==> src/common/dagc_pkg.sv <==
`default_nettype none
package dagc_pkg;
    // ==================================================
    // control word layout
    localparam int WORD_BITS = 16;
    localparam int GAIN_BITS = 5;
    localparam int GAIN_A_LSB = 11;
    localparam int GAIN_B_LSB = 6;
    localparam int SIGNED_BIT = 5;
    localparam int MODE_BIT = 4;
    localparam int SINGLE_BUS_BIT = 3;
    localparam logic [15:0] CTRL_RESET = 16'h0000;
    localparam logic [4:0] BIT_COUNT_FULL = 5'h10;
    // ==================================================
    // conversion data path
    localparam int CODE_BITS = 10;
    localparam int STAGES = 5;
    localparam int STAGE_BITS = 2;
    localparam logic [9:0] CODE_RESET = 10'h200;
    // ==================================================
    // output latency in input clock cycles
    localparam int LAT_DUAL_80 = 8;
    localparam int LAT_DUAL_40 = 4;
    localparam int LAT_SINGLE_A = 8;
    localparam int LAT_SINGLE_B = 9;
    localparam int LAT_MAX = 9;
    // apply gains on this falling edge of the conversion clock
    localparam logic [1:0] GAIN_APPLY_FALL = 2'h2;
endpackage
`default_nettype wire

==> src/common/dagc_ctl_if.sv <==
`timescale 1ns/100ps
`default_nettype none
interface dagc_ctl_if;
    logic [15:0] word;
    logic load;
    logic err;
    modport port (output word, output load, output err);
    modport core (input word, input load, input err);
endinterface
`default_nettype wire

==> src/rtl/dagc_serial_port.sv <==
`timescale 1ns/100ps
`default_nettype none
module dagc_serial_port
    import dagc_pkg::*;
(
    // clock and reset
    input wire logic ref_clk,
    input wire logic rst_n,
    // synchronised serial pins
    input wire logic cs_n_s,
    input wire logic sclk_s,
    input wire logic sdi_s,
    // towards the core
    dagc_ctl_if.port ctl
);
    logic cs_n_d1_q;
    logic sclk_d1_q;
    logic active_q;
    logic [4:0] count_q;
    logic [15:0] shift_q;
    logic [15:0] word_q;
    logic load_q;
    logic err_q;
    logic cs_fall;
    logic cs_rise;
    logic sclk_fall;
    logic sclk_rise;

    // edge detection on synchronised levels
    assign cs_fall = cs_n_d1_q & ~cs_n_s;
    assign cs_rise = ~cs_n_d1_q & cs_n_s;
    assign sclk_fall = sclk_d1_q & ~sclk_s;
    assign sclk_rise = ~sclk_d1_q & sclk_s;

    always_ff @(posedge ref_clk) begin
        if (!rst_n) begin
            cs_n_d1_q <= 1'b1;
            sclk_d1_q <= 1'b1; // parked high, no false rise after reset
        end else begin
            cs_n_d1_q <= cs_n_s;
            sclk_d1_q <= sclk_s;
        end
    end

    // frame and bit counting, msb first shift
    always_ff @(posedge ref_clk) begin
        if (!rst_n) begin
            active_q <= 1'b0;
            count_q <= 5'h00;
            shift_q <= 16'h0000;
        end else if (cs_fall) begin
            active_q <= 1'b1;
            count_q <= 5'h00;
        end else if (cs_rise) begin
            active_q <= 1'b0;
        end else if (active_q && sclk_fall && count_q != BIT_COUNT_FULL) begin
            shift_q <= {shift_q[14:0], sdi_s};
            count_q <= count_q + 5'h01;
        end else if (active_q && sclk_rise && count_q == BIT_COUNT_FULL) begin
            active_q <= 1'b0; // word taken, wait for next frame
        end
    end

    // transfer on first rise after 16th fall or on chip select rise
    always_ff @(posedge ref_clk) begin
        if (!rst_n) begin
            word_q <= CTRL_RESET;
            load_q <= 1'b0;
            err_q <= 1'b0;
        end else begin
            load_q <= 1'b0;
            err_q <= 1'b0;
            if (active_q && count_q == BIT_COUNT_FULL && (sclk_rise || cs_rise)) begin
                word_q <= shift_q;
                load_q <= 1'b1;
            end else if (active_q && cs_rise) begin
                err_q <= 1'b1;
            end
        end
    end

    assign ctl.word = word_q;
    assign ctl.load = load_q;
    assign ctl.err = err_q;
endmodule
`default_nettype wire

==> src/rtl/dagc_pipe_corr.sv <==
`timescale 1ns/100ps
`default_nettype none
module dagc_pipe_corr
    import dagc_pkg::*;
#(
    parameter int NSTAGE = STAGES
) (
    // clock and reset
    input wire logic ref_clk,
    input wire logic rst_n,
    // one pulse per conversion
    input wire logic step,
    // two bit code of each stage, stage 0 in the top bits
    input wire logic [9:0] stage_codes,
    // corrected result
    output logic [9:0] result
);
    logic [9:0] acc_q [NSTAGE];
    logic [9:0] result_q;

    // stage i holds the sample that entered i steps earlier; each adds
    // its weighted digit so overlapping stage offsets are absorbed
    always_ff @(posedge ref_clk) begin
        if (!rst_n) begin
            for (int i = 0; i < NSTAGE; i++) begin
                acc_q[i] <= 10'h000;
            end
            result_q <= CODE_RESET;
        end else if (step) begin
            acc_q[0] <= {stage_codes[9:8], 8'h00};
            for (int i = 1; i < NSTAGE; i++) begin
                acc_q[i] <= acc_q[i-1] + (10'(stage_codes[9-2*i -: 2]) << (8 - 2*i));
            end
            result_q <= acc_q[NSTAGE-1];
        end
    end

    assign result = result_q;
endmodule
`default_nettype wire

==> src/rtl/dagc_top.sv <==
// Functional notes
// - control word clears to zero at reset
// - load at first rise after sixteenth fall
// - early chip select rise discards the write
// - gains apply on second conversion clock fall
// - format and timing bits apply immediately
// - format bit selects unsigned or two's complement
// - each channel gets its own five bit gain
// - divide 80 MHz input or pass 40 MHz on dual bus
// - conversion clock drives the output data clock except in option D
// - five two-bit stages corrected into ten bits
// - both channels sampled together at clock rise
// - mid-scale unsigned code is 200 hex
// - chip select fall opens msb-first shifting
// - mode and bus bits pick four output options
// - latency 8/4 dual, 8/9 single bus
`timescale 1ns/100ps
`default_nettype none
module dagc_top
    import dagc_pkg::*;
(
    // clock and reset
    input wire logic ref_clk,
    input wire logic rst_n,
    // serial control pins
    input wire logic cs_n,
    input wire logic sclk,
    input wire logic serial_data_in,
    // device input clock pin, 80 or 40 MHz
    input wire logic dev_clk,
    // sub-converter stage digits per channel
    input wire logic [9:0] stage_a,
    input wire logic [9:0] stage_b,
    // amplifier gains
    output logic [4:0] gain_a,
    output logic [4:0] gain_b,
    // configuration in force
    output logic signed_output_select,
    output logic mode,
    output logic single_bus_select,
    output logic write_error,
    // output data
    output logic [9:0] data_a,
    output logic [9:0] data_b,
    output logic [9:0] bus_data,
    output logic bus_chan_b,
    output logic output_data_clock
);
    // ==================================================
    // pin synchronisers
    logic [1:0] cs_sync_q;
    logic [1:0] sclk_sync_q;
    logic [2:0] sdi_sync_q;
    logic [1:0] clk_sync_q;

    always_ff @(posedge ref_clk) begin
        if (!rst_n) begin
            cs_sync_q <= 2'h3;
            sclk_sync_q <= 2'h3;
            sdi_sync_q <= 3'h0;
            clk_sync_q <= 2'h0;
        end else begin
            cs_sync_q <= {cs_sync_q[0], cs_n};
            sclk_sync_q <= {sclk_sync_q[0], sclk};
            sdi_sync_q <= {sdi_sync_q[1:0], serial_data_in}; // one extra stage for hold
            clk_sync_q <= {clk_sync_q[0], dev_clk};
        end
    end

    // ==================================================
    // serial port
    dagc_ctl_if ctl ();

    dagc_serial_port u_port (
        .ref_clk(ref_clk),
        .rst_n(rst_n),
        .cs_n_s(cs_sync_q[1]),
        .sclk_s(sclk_sync_q[1]),
        .sdi_s(sdi_sync_q[2]),
        .ctl(ctl.port)
    );

    // ==================================================
    // control word and immediate bits
    logic [15:0] ctrl_q;
    logic err_q;

    always_ff @(posedge ref_clk) begin
        if (!rst_n) begin
            ctrl_q <= CTRL_RESET;
        end else if (ctl.load) begin
            ctrl_q <= ctl.word;
        end
    end

    // error pulse for an aborted write, word left alone
    always_ff @(posedge ref_clk) begin
        if (!rst_n) begin
            err_q <= 1'b0;
        end else begin
            err_q <= ctl.err;
        end
    end

    logic fmt_signed;
    logic fmt_mode;
    logic fmt_single;
    assign fmt_signed = ctrl_q[SIGNED_BIT];
    assign fmt_mode = ctrl_q[MODE_BIT];
    assign fmt_single = ctrl_q[SINGLE_BUS_BIT];

    // ==================================================
    // input clock edges and internal conversion clock
    logic clk_d_q;
    logic clk_rise;
    logic conv_clk_q;
    logic conv_rise;
    logic conv_fall;
    logic conv_d_q;

    assign clk_rise = ~clk_d_q & clk_sync_q[1];

    always_ff @(posedge ref_clk) begin
        if (!rst_n) begin
            clk_d_q <= 1'b0;
        end else begin
            clk_d_q <= clk_sync_q[1];
        end
    end

    // 80 MHz input is halved, 40 MHz input passes on dual bus; drives the output data clock outside option D
    always_ff @(posedge ref_clk) begin
        if (!rst_n) begin
            conv_clk_q <= 1'b0;
        end else if (fmt_mode && !fmt_single) begin
            conv_clk_q <= clk_sync_q[1];
        end else if (clk_rise) begin
            conv_clk_q <= ~conv_clk_q;
        end
    end

    always_ff @(posedge ref_clk) begin
        if (!rst_n) begin
            conv_d_q <= 1'b0;
        end else begin
            conv_d_q <= conv_clk_q;
        end
    end

    assign conv_rise = ~conv_d_q & conv_clk_q;
    assign conv_fall = conv_d_q & ~conv_clk_q;

    // ==================================================
    // gain resynchronisation
    logic [4:0] gain_a_q;
    logic [4:0] gain_b_q;
    logic gain_pend_q;
    logic [1:0] fall_cnt_q;

    // a new write restarts the count of falling edges
    always_ff @(posedge ref_clk) begin
        if (!rst_n) begin
            gain_pend_q <= 1'b0;
            fall_cnt_q <= 2'h0;
        end else if (ctl.load) begin
            gain_pend_q <= 1'b1;
            fall_cnt_q <= 2'h0;
        end else if (gain_pend_q && conv_fall) begin
            fall_cnt_q <= fall_cnt_q + 2'h1;
            if (fall_cnt_q + 2'h1 == GAIN_APPLY_FALL) begin
                gain_pend_q <= 1'b0;
            end
        end
    end

    always_ff @(posedge ref_clk) begin
        if (!rst_n) begin
            gain_a_q <= 5'h00;
            gain_b_q <= 5'h00;
        end else if (gain_pend_q && !ctl.load && conv_fall
                     && fall_cnt_q + 2'h1 == GAIN_APPLY_FALL) begin
            gain_a_q <= ctrl_q[GAIN_A_LSB +: GAIN_BITS];
            gain_b_q <= ctrl_q[GAIN_B_LSB +: GAIN_BITS];
        end
    end

    // ==================================================
    // conversion pipelines, both channels on the same rise
    logic [9:0] res_a;
    logic [9:0] res_b;

    dagc_pipe_corr #(.NSTAGE(STAGES)) u_corr_a (
        .ref_clk(ref_clk),
        .rst_n(rst_n),
        .step(conv_rise),
        .stage_codes(stage_a),
        .result(res_a)
    );

    dagc_pipe_corr #(.NSTAGE(STAGES)) u_corr_b (
        .ref_clk(ref_clk),
        .rst_n(rst_n),
        .step(conv_rise),
        .stage_codes(stage_b),
        .result(res_b)
    );

    // ==================================================
    // output coding
    logic [9:0] code_a;
    logic [9:0] code_b;
    assign code_a = {res_a[9] ^ fmt_signed, res_a[8:0]};
    assign code_b = {res_b[9] ^ fmt_signed, res_b[8:0]};

    // ==================================================
    // latency line on input clock cycles
    logic [9:0] line_a_q [LAT_MAX];
    logic [9:0] line_b_q [LAT_MAX];

    always_ff @(posedge ref_clk) begin
        if (!rst_n) begin
            for (int i = 0; i < LAT_MAX; i++) begin
                line_a_q[i] <= CODE_RESET;
                line_b_q[i] <= CODE_RESET;
            end
        end else if (clk_rise) begin
            line_a_q[0] <= code_a;
            line_b_q[0] <= code_b;
            for (int i = 1; i < LAT_MAX; i++) begin
                line_a_q[i] <= line_a_q[i-1];
                line_b_q[i] <= line_b_q[i-1];
            end
        end
    end

    logic [9:0] tap_a;
    logic [9:0] tap_b;

    // tap choice per output option
    always_comb begin
        tap_a = line_a_q[LAT_DUAL_80-1];
        tap_b = line_b_q[LAT_DUAL_80-1];
        if (fmt_single) begin
            tap_a = line_a_q[LAT_SINGLE_A-1];
            tap_b = line_b_q[LAT_SINGLE_B-1];
        end else if (fmt_mode) begin
            tap_a = line_a_q[LAT_DUAL_40-1];
            tap_b = line_b_q[LAT_DUAL_40-1];
        end
    end

    // ==================================================
    // output buses and output data clock
    logic [9:0] data_a_q;
    logic [9:0] data_b_q;
    logic [9:0] bus_q;
    logic chan_b_q;
    logic oclk_q;

    always_ff @(posedge ref_clk) begin
        if (!rst_n) begin
            data_a_q <= CODE_RESET;
            data_b_q <= CODE_RESET;
            bus_q <= CODE_RESET;
            chan_b_q <= 1'b0;
        end else if (clk_rise) begin
            data_a_q <= tap_a;
            data_b_q <= tap_b;
            chan_b_q <= fmt_single & ~chan_b_q;
            // pick by the flag's next value so the flag marks channel b
            bus_q <= (fmt_single && !chan_b_q) ? tap_b : tap_a;
        end
    end

    // option D follows the input clock, the others the 40 MHz clock
    always_ff @(posedge ref_clk) begin
        if (!rst_n) begin
            oclk_q <= 1'b0;
        end else if (fmt_single && fmt_mode) begin
            oclk_q <= clk_sync_q[1];
        end else begin
            oclk_q <= conv_clk_q;
        end
    end

    // ==================================================
    // status registers
    logic signed_q;
    logic mode_q;
    logic single_q;

    always_ff @(posedge ref_clk) begin
        if (!rst_n) begin
            signed_q <= 1'b0;
            mode_q <= 1'b0;
            single_q <= 1'b0;
        end else begin
            signed_q <= fmt_signed;
            mode_q <= fmt_mode;
            single_q <= fmt_single;
        end
    end

    assign gain_a = gain_a_q;
    assign gain_b = gain_b_q;
    assign signed_output_select = signed_q;
    assign mode = mode_q;
    assign single_bus_select = single_q;
    assign write_error = err_q;
    assign data_a = data_a_q;
    assign data_b = data_b_q;
    assign bus_data = bus_q;
    assign bus_chan_b = chan_b_q;
    assign output_data_clock = oclk_q;
endmodule
`default_nettype wire

==> config.mk <==
export PLATFORM = sky130hd
export DESIGN_NAME = dagc_top
export DESIGN_NICKNAME = d
export VERILOG_FILES = /design/src/common/dagc_pkg.sv /design/src/common/dagc_ctl_if.sv /design/src/rtl/dagc_serial_port.sv /design/src/rtl/dagc_pipe_corr.sv /design/src/rtl/dagc_top.sv
export SDC_FILE = /design/constraint.sdc
export NUM_CORES = 1
export LEC_CHECK = 0
export ABC_CLOCK_PERIOD_IN_PS = 5740
export BUFFER_PORTS_ARGS = -buffer_cell sky130_fd_sc_hd__buf_4
export CORE_MARGIN = 2
export CORE_UTILIZATION = 57
export DETAILED_ROUTE_END_ITERATION = 8
export PLACE_DENSITY = 0.84
export SKIP_CTS_REPAIR_TIMING = 1
export SLEW_MARGIN = 20
export SYNTH_ARGS = -nofsm -noshare
export SYNTH_HDL_FRONTEND = slang
export SYNTH_SLANG_ARGS = --single-unit
==> constraint.sdc <==
create_clock -name ref_clk -period 5.74 [get_ports ref_clk]
set_input_delay 0 -clock ref_clk [delete_from_list [all_inputs] [get_ports ref_clk]]
set_output_delay 0 -clock ref_clk [all_outputs]
set_load 0.01 [all_outputs]
==> results of run 1 <==
==> area by class of cell <==
type,count,area share
sequential,363,0.601
multi-input combinational,580,0.250
clock buffer,58,0.0658
timing repair buffer,105,0.0533
tap,324,0.0254
inverter,10,0.00267
clock inverter,5,0.00165
==> per-layer routing <==
layer / track usage / share of wire / vias to the layer above / wire (microns)
met5: 0 / 0 / - / 0
met4: 0.0593 / 0.022 / 0 / 516
met3: 0.0307 / 0.044 / 43 / 1040
met2: 0.295 / 0.49 / 167 / 11400
met1: 0.242 / 0.45 / 3847 / 10500
li1: - / - / 3959 / -
==> cell families after synthesis <==
family | count (synthesis) | synth area share
mux | 77 | 0.0550
flops | 363 | 0.683
buf+inv | 102 | 0.0329
fa+ha+maj | 5 | 0.00447
compound gates | 132 | 0.0680
xor+xnor | 3 | 0.00188
simple gates | 363 | 0.155
==> power by group through the flow <==
| stage | Combinational [uW] | Clock (uW) | Sequential (uW) |
|---|---|---|---|
| detailed placement | 158 | 0 | 2970 |
| global route | 191 | 2290 | 2920 |
| CTS | 159 | 2190 | 2910 |
| floorplan | 112 | 0 | 2960 |
| global placement | 154 | 0 | 2960 |
| finish | 171 | 2150 | 2910 |
==> cell usage in the layout, fill, tap and decap left out, types with 27 or more instances in the layout <==
master,count
a21boi_0,27
a22o_1,36
o21ai_0,38
mux2i_1,77
and3_1,213
buf_4,81
clkbuf_16,37
nand3_1,29
dfxtp_1,133
edfxtp_1,230
nand2_1,45
==> sequential cells by signal (all words and copies together), names as in the netlist, 13 cells and up <==
register and cells:
ctrl_q 13, line_a_q 80, line_b_q 90, u_corr_a.acc_q 30
u_corr_b.acc_q 30, u_port.ctl.word 13, u_port.shift_q 16
==> final timing paths <==
check,slack (ps),from,cells after the start,endpoint
hold / removal,30,rst_n,3,u_port.ctl.word[4]
hold reg to reg,410,sclk_sync_q[0],1,sclk_sync_q[1]
setup / recovery,2780,clk_d_q,4,line_b_q[0][6]
setup reg to reg,2780,clk_d_q,4,line_b_q[0][6]
==> critical path, cell delays in order (launching register included) <==
cell and delay [ps]:
dfxtp_1 330, nand2b_1 150, and2_1 480, inv_6 870
buf_4 690
==> through the flow <==
| stage | hold slack [ps] | setup WS, ps | utilization | instance area, sq um | instances |
|---|---|---|---|---|---|
| 3_3_place_gp | 188 | 2800 | 0.603 | 14600 | 1358 |
| 6_report | 30.9 | 2780 | 0.657 | 15900 | 1445 |
| 5_1_grt | 58.2 | 2490 | 0.657 | 15900 | 1445 |
| 4_1_cts | -332 | 2750 | 0.647 | 15700 | 1421 |
| 2_1_floorplan | 101 | 1160 | - | 14000 | 1045 |
| 3_5_place_dp | 193 | 2750 | 0.603 | 14600 | 1358 |
==> reports/summary.json, run 1 <==
{
  "worst_setup_path": {
    "worstSetupStartpointType": "register",
    "cp_data_required_time_ps": 5870,
    "critical_path.endpoint_type": "register",
    "worst-endpoint-arrival_ps": 3090,
    "worst-setup-path-type": "reg -> reg",
    "crit_path_max_fanout": 119
  },
  "global_route": {
    "grt_antenna_before_repair": 0,
    "grt_start_max_net_pins": 120,
    "grt_first_pass_wirelength_microns": 37700,
    "gr_util_all_layers": 0.178,
    "global_route.overflow_total": 0,
    "vias_in_the_first_global_route": 7645
  },
  "clock_tree": {
    "clk_transition_reported_paths_ps": 60,
    "cts.htree.levels": 2,
    "tritoncts": "yes",
    "tritoncts.num_buffers": 36,
    "cts.sink_count": 363,
    "clk_root_buf": "clkbuf_16",
    "cts.path.max_buffers": 3,
    "worst_skew_pair.late_latency_ps": 500
  },
  "drt": {
    "wirelength_microns": 23400,
    "detail_route.wl_per_cell_microns": 16.2,
    "detailedRoute.firstIterationViolations": 632,
    "route.detailed.drc": 0,
    "routed-via-count": 8016,
    "drt.antenna.violating_nets": 0,
    "firstDrtPassIters": 5,
    "post_drt_via_cell_ratio": 5.55
  },
  "pwr": {
    "totalPowerFinal_uw": 5230,
    "p_switching_uw": 1050,
    "power_leakage_uw": 0.00639,
    "combinational_share_of_power": 0.033,
    "irDropWorstVdd_v": 0.000233,
    "p_seq_frac": 0.556,
    "switching_share": 0.201,
    "power-per-cell-area_nw_per_um2": 328,
    "power.share.clock": 0.411,
    "cell_internal_pwr_uw": 4180
  },
  "timing": {
    "fin_crit_sh": 0.516,
    "report.final.hold_viol_count": 0,
    "clock-skew-final_ps": 13.9,
    "min_period_ps": 2960,
    "setup_viol": 0,
    "worst-slew-pin-transition_ps": 1010,
    "final_max_slew_viol_count": 0,
    "timing.max_slew.rel_slack": 0.325,
    "setup_tns_final_ps": 0,
    "fmaxAchievable_mhz": 338,
    "grt_setup_unrepaired": "no"
  },
  "die": {
    "fp.coreArea_sq_um": 24200,
    "die_h_microns": 161,
    "io-pin-count": 72,
    "fp.dieW_microns": 161,
    "placementRows": 57,
    "design.die.area_sq_um": 25900,
    "floorplan.initialDensity": 0.578
  },
  "layout": {
    "layout-drive-gt1-share": 0.121,
    "area.growth.synth_to_final_pct": 13.7,
    "antennaDiodeCount": 0,
    "regArea_sq_um": 9570,
    "fill_cells": 1644,
    "fin_nets": 1127,
    "multi_input_comb_area_sq_um": 3990
  },
  "synthesis": {
    "synth.yosys.seq_area_share": 0.683,
    "commonest_cells_in_the_synthesized_netlist": "230 x edfxtp_1, 213 x and3_1, 133 x dfxtp_1",
    "synthesis.area_sq_um": 14000,
    "synth_area_per_cell_sq_um": 13.4,
    "synthesis.nets": 1076,
    "number_of_register_bits_inferred_by_synthesis": 363,
    "netlist-cell-type-count": 45,
    "biggest_area_contributors_in_the_synthesized_netlist": "edfxtp_1 49%, dfxtp_1 19%, and3_1 9.5%, mux2i_1 5.5%, a22o_1 2.3%",
    "synth_top_area_cell": "edfxtp_1",
    "syn_inst": 1045,
    "post-synth-top-area-fraction": 0.493,
    "primary_flip_flop_cell_chosen_by_synthesis_mapping": "edfxtp_1",
    "synthMostInstantiatedCell": "edfxtp_1",
    "synthArstFlopShare": 0,
    "synth_enable_flop_cells": 230,
    "ys.warnings.count": 0
  },
  "run_status": {
    "status": "finished, final reports clean"
  },
  "placement": {
    "detailedPlacementHpwl_microns": 13200,
    "routabilityCongestion": 0.723,
    "port-buffer-count": 71
  },
  "min_path": {
    "min-delay-path-class": "in -> reg"
  },
  "flow_run": {
    "timing.max_cap.violations": 0
  }
}
(Power assumes the default switching activity.)
==> run 2: changes to the inputs <==
- ABC_CLOCK_PERIOD_IN_PS: 5740 -> 2800
- clock period: 5.74 -> 2.8 ns (I/O delays scaled with it)
==> run 2 against run 1 <==
  * Non-clock buffer count up 8
  * First-iteration DRC count down 5.4%
  * Utilization up 1.1 points
  * Largest power group unchanged
==> reports/summary.json, run 2 (synthesis results as in run 1) <==
{
  "drt": {
    "detailedRoute.firstIterationViolations": 598,
    "drt.antenna.violating_nets": 0,
    "route.detailed.drc": 0,
    "firstDrtPassIters": 5,
    "post_drt_via_cell_ratio": 5.55,
    "detail_route.wl_per_cell_microns": 16.0,
    "wirelength_microns": 23300,
    "routed-via-count": 8080
  },
  "timing": {
    "worst-slew-pin-transition_ps": 944,
    "grt_setup_unrepaired": "no",
    "setup_viol": 0,
    "fin_crit_sh": 0.759,
    "final_max_slew_viol_count": 0,
    "report.final.hold_viol_count": 0,
    "fmaxAchievable_mhz": 470,
    "timing.max_slew.rel_slack": 0.367,
    "clock-skew-final_ps": 6.01,
    "min_period_ps": 2130,
    "whs_ps": 101
  },
  "global_route": {
    "grt_first_pass_wirelength_microns": 37300,
    "grtUsageMet2": 0.285,
    "global_route.overflow_total": 0,
    "grt_start_max_net_pins": 93,
    "global_route.usage.met1": 0.245,
    "global_route.usage.met3": 0.0307,
    "grt_antenna_before_repair": 0,
    "top_usage_layer": "met2",
    "vias_in_the_first_global_route": 7486,
    "gr_util_all_layers": 0.175
  },
  "placement": {
    "port-buffer-count": 71,
    "placedInstanceArea_sq_um": 14700,
    "routabilityCongestion": 0.753,
    "post-place-cells": 1366,
    "detailedPlacementHpwl_microns": 13600
  },
  "clock_tree": {
    "clk_transition_reported_paths_ps": 60,
    "tritoncts": "yes",
    "clk_root_buf": "clkbuf_16",
    "cts.path.max_buffers": 3,
    "tritoncts.num_buffers": 37,
    "cts.sink_count": 363,
    "worst_skew_pair.late_latency_ps": 510,
    "cts.htree.levels": 2
  },
  "pwr": {
    "p_switching_uw": 2230,
    "power.share.clock": 0.438,
    "irDropWorstVdd_v": 0.000361,
    "switching_share": 0.198,
    "power-per-cell-area_nw_per_um2": 696,
    "cell_internal_pwr_uw": 9040,
    "combinational_share_of_power": 0.033,
    "p_seq_frac": 0.529,
    "power_leakage_uw": 0.00653
  },
  "layout": {
    "area.growth.synth_to_final_pct": 15.6,
    "layout-drive-gt1-share": 0.138,
    "final_core_util": 0.668,
    "post_layout_nonfiller_instances": 1455,
    "fin_nets": 1136,
    "fill_cells": 1675,
    "antennaDiodeCount": 0,
    "final_area_sq_um": 16200,
    "largest_register_ff_count": 90,
    "registers.top_by_ff_count": "line_b_q",
    "layout_commonest_cell": "edfxtp_1",
    "largest_registers": "line_b_q x90, line_a_q x80",
    "layout_common_cells": "230 x edfxtp_1, 213 x and3_1, 132 x dfxtp_1, 86 x buf_4, 77 x mux2i_1"
  },
  "worst_setup_path": {
    "worst-endpoint-arrival_ps": 2370,
    "critical_path.endpoint_type": "register",
    "worst-setup-path-type": "reg -> reg",
    "cp_data_required_time_ps": 3040,
    "worstSetupStartpointType": "register",
    "crit_path_max_fanout": 47
  },
  "die": {
    "io-pin-count": 72,
    "design.die.area_sq_um": 25900,
    "die_h_microns": 161,
    "fp.dieW_microns": 161,
    "fp.coreArea_sq_um": 24200,
    "floorplan.initialDensity": 0.578,
    "placementRows": 57
  },
  "flow_run": {
    "timing.max_cap.violations": 0
  },
  "min_path": {
    "min-delay-path-class": "in -> reg"
  },
  "run_status": {
    "status": "finished, final reports clean"
  }
}
run 2: power groups by stage:
stage / logic, uW / registers (uW) / clock network, uW
floorplan: 234 / 6060 / 0
global placement: 336 / 6060 / 0
detailed placement: 346 / 6070 / 0
CTS: 348 / 5960 / 5030
global route: 408 / 5980 / 5230
finish: 371 / 5960 / 4940
run 2: worst paths after layout:
check	startpoint	endpoint	slack, ps	depth (start not counted)
worst max register to register	conv_d_q	u_corr_a.acc_q[3][8]	670	4
worst max-delay path	conv_d_q	u_corr_a.acc_q[3][8]	670	4
worst min register to register	cs_sync_q[0]	cs_sync_q[1]	410	1
worst min-delay path	rst_n	data_a[6]	100	3
run 2: layer usage:
metal / vias to the layer above / part of all wire
met1: 3895 / 0.46
met3: 43 / 0.045
li1: 3977 / -
met5: - / 0
met4: 0 / 0.019
met2: 165 / 0.48
run 2: through the flow:
step / setup WS, ps / power (uW) / TNS [ps]
2_1_floorplan: -787 / 6300 / -134930
4_1_cts: 674 / 11300 / 0
5_1_grt: 524 / 11600 / 0
6_report: 674 / 11300 / 0
3_5_place_dp: 696 / 6420 / 0
3_3_place_gp: 820 / 6400 / 0
run 2: final cells by class:
| cell class | count | area [sq um] | area share |
|---|---|---|---|
| Timing Repair Buffer | 113 | 946 | 0.0584 |
| Inverter | 10 | 41.3 | 0.00255 |
| Multi-Input combinational cell | 580 | 4000 | 0.247 |
| Sequential cell | 363 | 9570 | 0.591 |
| Clock buffer | 46 | 1010 | 0.0624 |
| Tap cell | 324 | 405 | 0.0250 |
| Clock inverter | 19 | 221 | 0.0137 |
run 2: worst max-delay path: stages, from the launching register on:
cell      delay [ps]
dfxtp_1          380
inv_2             70
a21boi_2         710
inv_2            370
buf_12           300
